[config.mk]
export PLATFORM = sky130hd
export DESIGN_NAME = chopping_current_regulator
export DESIGN_NICKNAME = d
export VERILOG_FILES = /design/src/rtl/chopping_current_regulator.v /design/src/rtl/interval_timer.v
export VERILOG_INCLUDE_DIRS = /design/src /design/src/rtl
export SDC_FILE = /design/constraint.sdc
export NUM_CORES = 1
export LEC_CHECK = 0
export BUFFER_PORTS_ARGS = -buffer_cell sky130_fd_sc_hd__buf_2
export CORE_ASPECT_RATIO = 0.75
export CORE_UTILIZATION = 67
export CTS_CLUSTER_SIZE = 8
export DETAILED_ROUTE_END_ITERATION = 10
export HOLD_SLACK_MARGIN = 0.15
export PLACE_DENSITY = 0.89
export SYNTH_ARGS = -nofsm -noshare
export SYNTH_HDL_FRONTEND = slang
export SYNTH_SLANG_ARGS = --single-unit
[constraint.sdc]
create_clock -name clock -period 41.2 [get_ports clock]
set_input_delay 8.24 -clock clock [delete_from_list [all_inputs] [get_ports clock]]
set_output_delay 8.24 -clock clock [all_outputs]
set_load 0.005 [all_outputs]
[src/rtl/chop_regulator_map.vh]
// Constants for the chopping current regulator: timing, pin codes and register map.
`ifndef CHOP_REGULATOR_MAP_VH
`define CHOP_REGULATOR_MAP_VH

// ----------------------------------------------------------------------------
// Timing
// ----------------------------------------------------------------------------
`define CLK_MHZ            100
`define OFF_LOW_US         7
`define OFF_HIGH_US        16
`define OFF_OPEN_US        24
`define OFF_RES_US         32
`define BLANK_US           1
// Cycle counts at the clock rate above, sized to the interval counters.
`define OFF_LOW_CYC        12'h2BC
`define OFF_HIGH_CYC       12'h640
`define OFF_OPEN_CYC       12'h960
`define OFF_RES_CYC        12'hC80
`define BLANK_CYC          12'h064
`define CNT_W              12

// ----------------------------------------------------------------------------
// Fast-decay share in tenths of the off interval
// ----------------------------------------------------------------------------
`define MIXED_FAST_PCT     30
`define SHARE_FULL         4'hA
`define SHARE_MIXED        4'h3
`define SHARE_RESET        4'h3

// ----------------------------------------------------------------------------
// Four-level pin codes
// ----------------------------------------------------------------------------
`define LVL_LOW            2'h0
`define LVL_HIGH           2'h1
`define LVL_OPEN           2'h2
`define LVL_RES            2'h3
`define DECAY_DYNAMIC      2'h0
`define DECAY_RIPPLE       2'h1
`define DECAY_MIXED        2'h2
`define DECAY_FAST         2'h3

// ----------------------------------------------------------------------------
// APB register map
// ----------------------------------------------------------------------------
`define REG_CTRL           8'h00
`define REG_STATUS         8'h04
`define CTRL_VARIANT_BIT   0
`define CTRL_REG_EN_BIT    1
`define CTRL_RESET         2'h2

`endif

[src/rtl/chopping_current_regulator.v]
// PWM chopping current regulator for one H-bridge with APB control and status.
`timescale 1ns/1ps
`include "chop_regulator_map.vh"
module chopping_current_regulator (
  input  wire        clock,
  input  wire        reset,
  input  wire [7:0]  paddr,
  input  wire        psel,
  input  wire        penable,
  input  wire        pwrite,
  input  wire [31:0] pwdata,
  output wire        pready,
  output reg  [31:0] prdata,
  output reg         pslverr,
  input  wire        sleep_request_n,
  input  wire        direction_input,
  input  wire        enable_input,
  input  wire        drive_input_a,
  input  wire        drive_input_b,
  input  wire [1:0]  off_time_select,
  input  wire [1:0]  decay_select,
  input  wire        trip_reached,
  input  wire        valley_reached,
  input  wire        current_near_zero,
  input  wire        trip_step_down,
  input  wire        fault_detected,
  output reg         high_side_a,
  output reg         low_side_a,
  output reg         high_side_b,
  output reg         low_side_b,
  input  wire        fault_out_n_in,
  output wire        fault_out_n_out,
  output reg         fault_out_n_oe_n
);

  // --------------------------------------------------------------------------
  // States
  // --------------------------------------------------------------------------
  localparam [2:0] ST_IDLE  = 3'h0;
  localparam [2:0] ST_BLANK = 3'h1;
  localparam [2:0] ST_DRIVE = 3'h2;
  localparam [2:0] ST_FAST  = 3'h3;
  localparam [2:0] ST_SLOW  = 3'h4;
  localparam [2:0] ST_HIZ   = 3'h5;

  reg  [1:0]        ctrl_reg;
  reg  [2:0]        state_reg;
  reg  [2:0]        state_next;
  reg  [1:0]        off_sel_reg;
  reg  [1:0]        decay_reg;
  reg               sample_pending_reg;
  reg  [3:0]        share_reg;
  reg  [3:0]        share_used_reg;
  reg               overshoot_reg;
  reg               step_pending_reg;
  reg               dir_reg;
  reg  [`CNT_W-1:0] drive_len_reg;
  reg  [`CNT_W-1:0] decay_interval;
  reg  [3:0]        share_calc;
  reg               drive_req;
  reg               drive_fwd;
  reg               brake_low;
  reg               brake_high;
  wire [15:0]       fast_prod;
  wire [`CNT_W-1:0] fast_len;
  wire [`CNT_W-1:0] blank_count;
  wire              blank_done;
  wire [`CNT_W-1:0] off_count;
  wire              off_done;
  wire              active;
  wire              decay_start;
  wire              blank_load;
  wire              in_fast_window;

  assign active = sleep_request_n & ~fault_detected;

  // --------------------------------------------------------------------------
  // Select pin sampling
  // --------------------------------------------------------------------------
  // latch pins on wake
  always @(posedge clock) begin
    if (reset) begin
      sample_pending_reg <= 1'b1;
      off_sel_reg        <= `LVL_LOW;
      decay_reg          <= `DECAY_DYNAMIC;
    end else if (!sleep_request_n) begin
      sample_pending_reg <= 1'b1;
    end else if (sample_pending_reg) begin
      sample_pending_reg <= 1'b0;
      off_sel_reg        <= off_time_select;
      decay_reg          <= decay_select;
    end
  end

  always @* begin
    case (off_sel_reg)
      `LVL_LOW:  decay_interval = `OFF_LOW_CYC;
      `LVL_HIGH: decay_interval = `OFF_HIGH_CYC;
      `LVL_OPEN: decay_interval = `OFF_OPEN_CYC;
      default:   decay_interval = `OFF_RES_CYC;
    endcase
  end

  // --------------------------------------------------------------------------
  // Command decode
  // --------------------------------------------------------------------------
  always @* begin
    drive_req  = 1'b0;
    drive_fwd  = 1'b0;
    brake_low  = 1'b0;
    brake_high = 1'b0;
    if (ctrl_reg[`CTRL_VARIANT_BIT]) begin
      drive_req  = drive_input_a ^ drive_input_b;
      drive_fwd  = drive_input_a;
      brake_low  = ~drive_input_a & ~drive_input_b;
      brake_high = drive_input_a & drive_input_b;
    end else begin
      drive_req  = enable_input;
      drive_fwd  = direction_input;
    end
  end

  // --------------------------------------------------------------------------
  // Decay share
  // --------------------------------------------------------------------------
  assign decay_start = (state_reg == ST_DRIVE) && trip_reached && active && drive_req
                       && ctrl_reg[`CTRL_REG_EN_BIT] && (drive_fwd == dir_reg);
  // A direction change inside blanking reloads the timer and takes the new direction.
  assign blank_load  = (state_next == ST_BLANK) && (state_reg != ST_BLANK || drive_fwd != dir_reg);

  always @* begin
    share_calc = share_reg;
    if (overshoot_reg && share_reg != `SHARE_FULL) begin
      share_calc = share_reg + 4'h1;
    end else if (!overshoot_reg && drive_len_reg >= decay_interval && share_reg != 4'h0) begin
      share_calc = share_reg - 4'h1;
    end
  end

  always @(posedge clock) begin
    if (reset) begin
      share_reg        <= `SHARE_RESET;
      share_used_reg   <= `SHARE_RESET;
      overshoot_reg    <= 1'b0;
      step_pending_reg <= 1'b0;
    end else begin
      // A step captured in the same cycle as decay start is kept for the next one.
      step_pending_reg <= trip_step_down | (step_pending_reg & ~(decay_start && decay_reg == `DECAY_DYNAMIC));
      if (state_reg == ST_BLANK && blank_done) begin
        overshoot_reg <= trip_reached;
      end
      if (decay_start) begin
        case (decay_reg)
          `DECAY_DYNAMIC: begin
            share_reg      <= share_calc;
            share_used_reg <= step_pending_reg ? `SHARE_FULL : share_calc;
          end
          `DECAY_MIXED:   share_used_reg <= `SHARE_MIXED;
          `DECAY_FAST:    share_used_reg <= `SHARE_FULL;
          default:        share_used_reg <= 4'h0;
        endcase
      end
    end
  end

  assign fast_prod      = ({4'h0, decay_interval} * {12'h000, share_used_reg}) / 16'h000A;
  assign fast_len       = fast_prod[`CNT_W-1:0];
  assign in_fast_window = (off_count >= (decay_interval - fast_len)) && (fast_len != {`CNT_W{1'b0}});

  // --------------------------------------------------------------------------
  // Timers
  // --------------------------------------------------------------------------
  interval_timer #(.W(`CNT_W)) blank_timer (
    .clock   (clock),
    .reset   (reset),
    .load    (blank_load),
    .value   (`BLANK_CYC - 12'h001),
    .count   (blank_count),
    .expired (blank_done)
  );

  interval_timer #(.W(`CNT_W)) off_timer (
    .clock   (clock),
    .reset   (reset),
    .load    (decay_start),
    .value   (decay_interval - {{(`CNT_W-1){1'b0}}, 1'b1}),
    .count   (off_count),
    .expired (off_done)
  );

  // --------------------------------------------------------------------------
  // Regulation state machine
  // --------------------------------------------------------------------------
  always @* begin
    state_next = state_reg;
    if (!active || !ctrl_reg[`CTRL_REG_EN_BIT] || !drive_req) begin
      state_next = (active && drive_req) ? ST_DRIVE : ST_IDLE;
    end else if (state_reg != ST_IDLE && drive_fwd != dir_reg) begin
      state_next = ST_BLANK;
    end else begin
      case (state_reg)
        ST_IDLE:  state_next = ST_BLANK;
        ST_BLANK: state_next = blank_done ? ST_DRIVE : ST_BLANK;
        ST_DRIVE: begin
          if (trip_reached) begin
            if (decay_reg == `DECAY_RIPPLE) begin
              state_next = ST_SLOW;
            end else begin
              state_next = ST_FAST;
            end
          end
        end
        ST_FAST: begin
          if (decay_reg == `DECAY_RIPPLE) begin
            state_next = ST_SLOW;
          end else if (off_done) begin
            state_next = ST_BLANK;
          end else if (!in_fast_window) begin
            state_next = ST_SLOW;
          end else if (current_near_zero) begin
            state_next = ST_HIZ;
          end
        end
        ST_SLOW: begin
          if (decay_reg == `DECAY_RIPPLE) begin
            state_next = valley_reached ? ST_BLANK : ST_SLOW;
          end else if (off_done) begin
            state_next = ST_BLANK;
          end
        end
        ST_HIZ:   state_next = off_done ? ST_BLANK : ST_HIZ;
        default:  state_next = ST_IDLE;
      endcase
    end
  end

  always @(posedge clock) begin
    if (reset) begin
      state_reg     <= ST_IDLE;
      dir_reg       <= 1'b1;
      drive_len_reg <= {`CNT_W{1'b0}};
    end else begin
      state_reg <= state_next;
      if (blank_load) begin
        dir_reg       <= drive_fwd;
        drive_len_reg <= {`CNT_W{1'b0}};
      end else if ((state_reg == ST_BLANK || state_reg == ST_DRIVE) && drive_len_reg != {`CNT_W{1'b1}}) begin
        drive_len_reg <= drive_len_reg + {{(`CNT_W-1){1'b0}}, 1'b1};
      end
    end
  end

  // --------------------------------------------------------------------------
  // Gate drive
  // --------------------------------------------------------------------------
  // forward is A high, B low
  always @(posedge clock) begin
    if (reset || !active) begin
      {high_side_a, low_side_a, high_side_b, low_side_b} <= 4'h0;
    end else begin
      case (state_next)
        ST_BLANK, ST_DRIVE: begin
          {high_side_a, low_side_a, high_side_b, low_side_b} <= drive_fwd ? 4'h9 : 4'h6;
        end
        ST_FAST: begin
          {high_side_a, low_side_a, high_side_b, low_side_b} <= dir_reg ? 4'h6 : 4'h9;
        end
        ST_SLOW: {high_side_a, low_side_a, high_side_b, low_side_b} <= 4'h5;
        ST_IDLE: begin
          if (drive_req) begin
            {high_side_a, low_side_a, high_side_b, low_side_b} <= drive_fwd ? 4'h9 : 4'h6;
          end else if (brake_low) begin
            {high_side_a, low_side_a, high_side_b, low_side_b} <= 4'h5;
          end else if (brake_high) begin
            {high_side_a, low_side_a, high_side_b, low_side_b} <= 4'hA;
          end else begin
            {high_side_a, low_side_a, high_side_b, low_side_b} <= 4'h0;
          end
        end
        default: {high_side_a, low_side_a, high_side_b, low_side_b} <= 4'h0;
      endcase
    end
  end

  // --------------------------------------------------------------------------
  // Fault output
  // --------------------------------------------------------------------------
  assign fault_out_n_out = 1'b0;

  always @(posedge clock) begin
    if (reset) begin
      fault_out_n_oe_n <= 1'b1;
    end else begin
      fault_out_n_oe_n <= ~fault_detected;
    end
  end

  // --------------------------------------------------------------------------
  // APB slave
  // --------------------------------------------------------------------------
  assign pready = 1'b1;

  always @(posedge clock) begin
    if (reset) begin
      ctrl_reg <= `CTRL_RESET;
      prdata   <= 32'h00000000;
      pslverr  <= 1'b0;
    end else begin
      if (psel && !penable) begin
        pslverr <= (paddr != `REG_CTRL) && (paddr != `REG_STATUS);
        case (paddr)
          `REG_CTRL:   prdata <= {30'h00000000, ctrl_reg};
          `REG_STATUS: prdata <= {19'h00000, ~sleep_request_n, fault_out_n_in, share_reg,
                                  off_sel_reg, decay_reg, state_reg};
          default:     prdata <= 32'h00000000;
        endcase
      end
      if (psel && penable && pwrite && paddr == `REG_CTRL) begin
        ctrl_reg <= pwdata[1:0];
      end
    end
  end

endmodule

[src/rtl/interval_timer.v]
// Down-counting interval timer used for the blanking and off intervals.
`timescale 1ns/1ps
module interval_timer #(
  parameter W = 12
) (
  input  wire         clock,
  input  wire         reset,
  input  wire         load,
  input  wire [W-1:0] value,
  output wire [W-1:0] count,
  output wire         expired
);

  reg [W-1:0] count_reg;

  always @(posedge clock) begin
    if (reset) begin
      count_reg <= {W{1'b0}};
    end else if (load) begin
      count_reg <= value;
    end else if (count_reg != {W{1'b0}}) begin
      count_reg <= count_reg - {{(W-1){1'b0}}, 1'b1};
    end
  end

  assign count   = count_reg;
  assign expired = (count_reg == {W{1'b0}});

endmodule

==> results.md <==
- After floorplanning, the core was sized to cover 0.0147 sq mm.
- The root buffer cell chosen for the clock tree is clkbuf_16.
- The share of the clock period used by the worst path after layout is 46.8%.
- Once the clock tree was built, the setup fixing pass inserted 0 buffers.
- Detailed placement ended at an HPWL of 20,900 um.
- The netlist area before placement is 0.0103 sq mm.
- Pin placement for this block handled 100 I/O pins.
- The clock passes through at most 2 buffers.
- The complex-gate fraction of the synthesized area is 30.7%.
- The arrival time of data at the critical path endpoint is 19.46 ns.
- After Yosys synthesis, full adders, half adders and majority gates account for 11.7% of the synthesized area.
- Yosys printed 0 warnings.
- After Yosys synthesis, XOR and XNOR cells account for 7.10% of the synthesized area.
- Along the worst hold path, the cell count comes to 2.
- The final setup TNS is 0 ns.
- The main combinational cell family by area after synthesis is compound AO/OA/AOI/OAI gates.
- In the synthesized netlist, the cells that appear most often are nor2_1, nand2_1, a21oi_1.
- The number of failing setup endpoints in the final timing report is 0.
- STA classifies the critical path endpoint as a flip-flop.
- The total stage count of the critical path is 68.
- The number of flip-flops in the largest register is 13.
- Global routing used 35.4% of the available tracks.
- The total via count after detailed routing is 10,700.
- Yosys mapped a number of flops with a built-in enable equal to 0.
- The number of antenna violations at the first check in global routing came to 1.
- The first-pass GRT wire length is 46,600 um.
- The die outline area is 0.0159 sq mm.
- The detail-routed via count per cell is 6.78.
- The effective utilization at floorplan is 69.8%.
- The number of violations reported at the end of detailed-routing iteration 0 is 1,340.
- The kind of path behind the tightest hold check is flip-flop to flip-flop.
- The number of levels the H-tree was split into is 3.
- For the worst setup path, the data required time is 41.38 ns.
- The final worst-path setup slack is 21.92 ns.
- The number of placement rows is 38.
- The kind of start point of the critical path is a flip-flop.
- In this run the tool buffered the top-level ports with 48 buffer cells.
- The family with the most delay on the worst path is compound AO/OA/AOI/OAI gates.
- The number of DRC violations after detailed routing is 0.
- The number of global-route vias before repair came to 9,506.
- The max-slew violation count is 0.
- OpenSTA, run right after detailed placement, puts the worst setup slack at 22.79 ns.
- The sequential share of the synthesized area is 14.8%.
- The delay of the slowest critical-path stage is 0.74 ns.
- The worst clock skew is 0.00751 ns.
- Headroom to the max-slew limit came out at 35.2%.
- The clock net in this run drives a total of 76 sinks.
- The portion of synthesized area spent on multiplexers is 2.41%.
- Setup repair after global routing left no endpoint under its margin.
- The cell count after synthesis came out at 1,365.
- The die is 145 um wide.
- The fraction of synthesized cell area taken by the top area cell type is 14.8%.
- The register with the most flip-flops is prdata.
- The number of nets at the end of the flow is 1,521.
- For this run, asynchronously set or reset flops after synthesis account for 0%.
- By instance count, the leading cell after synthesis is nor2_1.
- The vertical die dimension is 109 um.
- The clock-pin slew of the registers on the worst-case setup and hold paths is 0.06 ns.
- The number of hold violations in the final report is 0.
- Among the stages of the critical path, the cell type that occurs most often is a21oi_1.
- The post-layout minimum cycle time is 19.28 ns.
- From synthesis to final layout, the design area changed by 5.46%.
- Derived from the worst setup path, the maximum achievable clock frequency is 51.9 MHz.
- Summing the areas of all and, or, nand and nor instances in the mapped netlist gives 26.5% of the synthesized area.
- The critical path start-end classification is flip-flop to flip-flop.
- The slew at the pin closest to its max-slew limit is 0.968 ns.
- The mean post-synth cell area is 7.54 sq um.
- The worst register-to-register path has a depth of 68.
- The flip-flop cell with the highest count after synthesis is dfxtp_1.
- Summed over all layers, the global routing overflow is 0.
- The post-route netlist has 12.0% of its cells at a drive strength greater than 1.
- The critical path buffer and inverter count is 3.
- The number of different library cells used by synthesis comes to 118.
- The tool flagged a number of max-cap violations equal to 0.
- The wire length after detailed routing is 28,300 um.
- The run finished with clean final reports.
- Hold repair after CTS inserted 0 buffers.
- The detail-routed net length per standard cell is 17.9 um.
- The cell type with the largest total area after synthesis is dfxtp_1.
- The post-synthesis sequential element count is 76.
- The clock tree from TritonCTS is done.
- By area the synthesized netlist is led by dfxtp_1, ha_1, nor2_1.
- Entering global routing, the biggest net connects 44 pins.
- The number of gates resized after cts is 0.
- The TritonCTS buffer count is 9.
- The latest clock arrival within the worst-skew pair is 0.34 ns.
- The number of antenna cells inserted is 0.
- Along the worst path, the maximum fanout reaches 19.
- The number of routed nets with antenna violations is 0.
- Routability-driven placement finished with a final weighted congestion of 0.978.
- The detailed-router iteration count before antenna repair is 6.
- The slowest stage of the critical path is the o211ai_1 cell.
## path summary, 6_finish.rpt
check / startpoint / slack (ns) / endpoint
setup / recovery: off_sel_reg[1] / 21.92 / drive_len_reg[3]
hold / removal: blank_timer.count[10] / 0.46 / blank_timer.count[10]
hold reg to reg: blank_timer.count[10] / 0.46 / blank_timer.count[10]
setup reg to reg: off_sel_reg[1] / 21.92 / drive_len_reg[3]
## layer usage
layer | vias up | global-route usage, % | wire length, um
li1 | 5038 | - | -
met1 | 5018 | 50.7 | 12800
met2 | 597 | 54.6 | 12200
met3 | 62 | 7.59 | 2960
met4 | 0 | 7.37 | 471
met5 | - | 0 | 0
## placed cells by master, fill, tap and decap left out, drive strengths merged, types with 19 or more instances in the layout
cell type,Yosys,routed
conb,2,21
nor3,54,54
nand2b,20,20
dfxtp,76,76
nor2,142,142
a211oi,30,30
nand2,112,112
and3,22,22
ha,70,70
nand3,39,39
xor2,22,22
a21oi,93,93
nor2b,23,23
a31oi,23,23
nor4,23,23
o211ai,19,19
xnor2,55,55
o21ai,71,71
buf,41,57
and2,25,25
nand4,21,21
inv,73,73
## worst min-delay path: cells and delay by family, from the launching register on
kind | cells | cell delay [ns]
flops | 1 | 0.31
compound gates | 2 | 0.10
## cell type report
cell class,instances,area [sq um]
Clock buffer,10,239
Clock inverter,6,111
Fill cell,1116,3890
Inverter,73,274
Multi-Input combinational cell,1158,8150
Sequential cell,76,1520
Tap cell,200,250
Timing Repair Buffer,57,308
## metrics by stage
step | instances | hold WS, ns | area (sq um) | util [%]
after floorplan | 1384 | 0.438 | 10400 | -
after global placement | 1564 | 0.441 | 10500 | 71.2
after detailed placement | 1564 | 0.448 | 10500 | 71.2
after CTS | 1580 | 0.461 | 10900 | 73.6
after global routing | 1580 | 0.486 | 10900 | 73.6
final | 1580 | 0.460 | 10900 | 73.6
## kinds of logic (layout without fill, tap and decap cells)
group	count (synthesis)	count (layout)
AND/OR/NAND/NOR	534	534
AO/OA/AOI/OAI	416	416
buffers and inverters	150	146
adder cells (fa/ha/maj)	87	87
XOR/XNOR	77	77
flip-flops	76	76
multiplexers	23	23
other	2	21
Power is left out: the tool's default activity adds up to more than one toggle a clock period on the data nets, which glitch-free logic cannot reach.
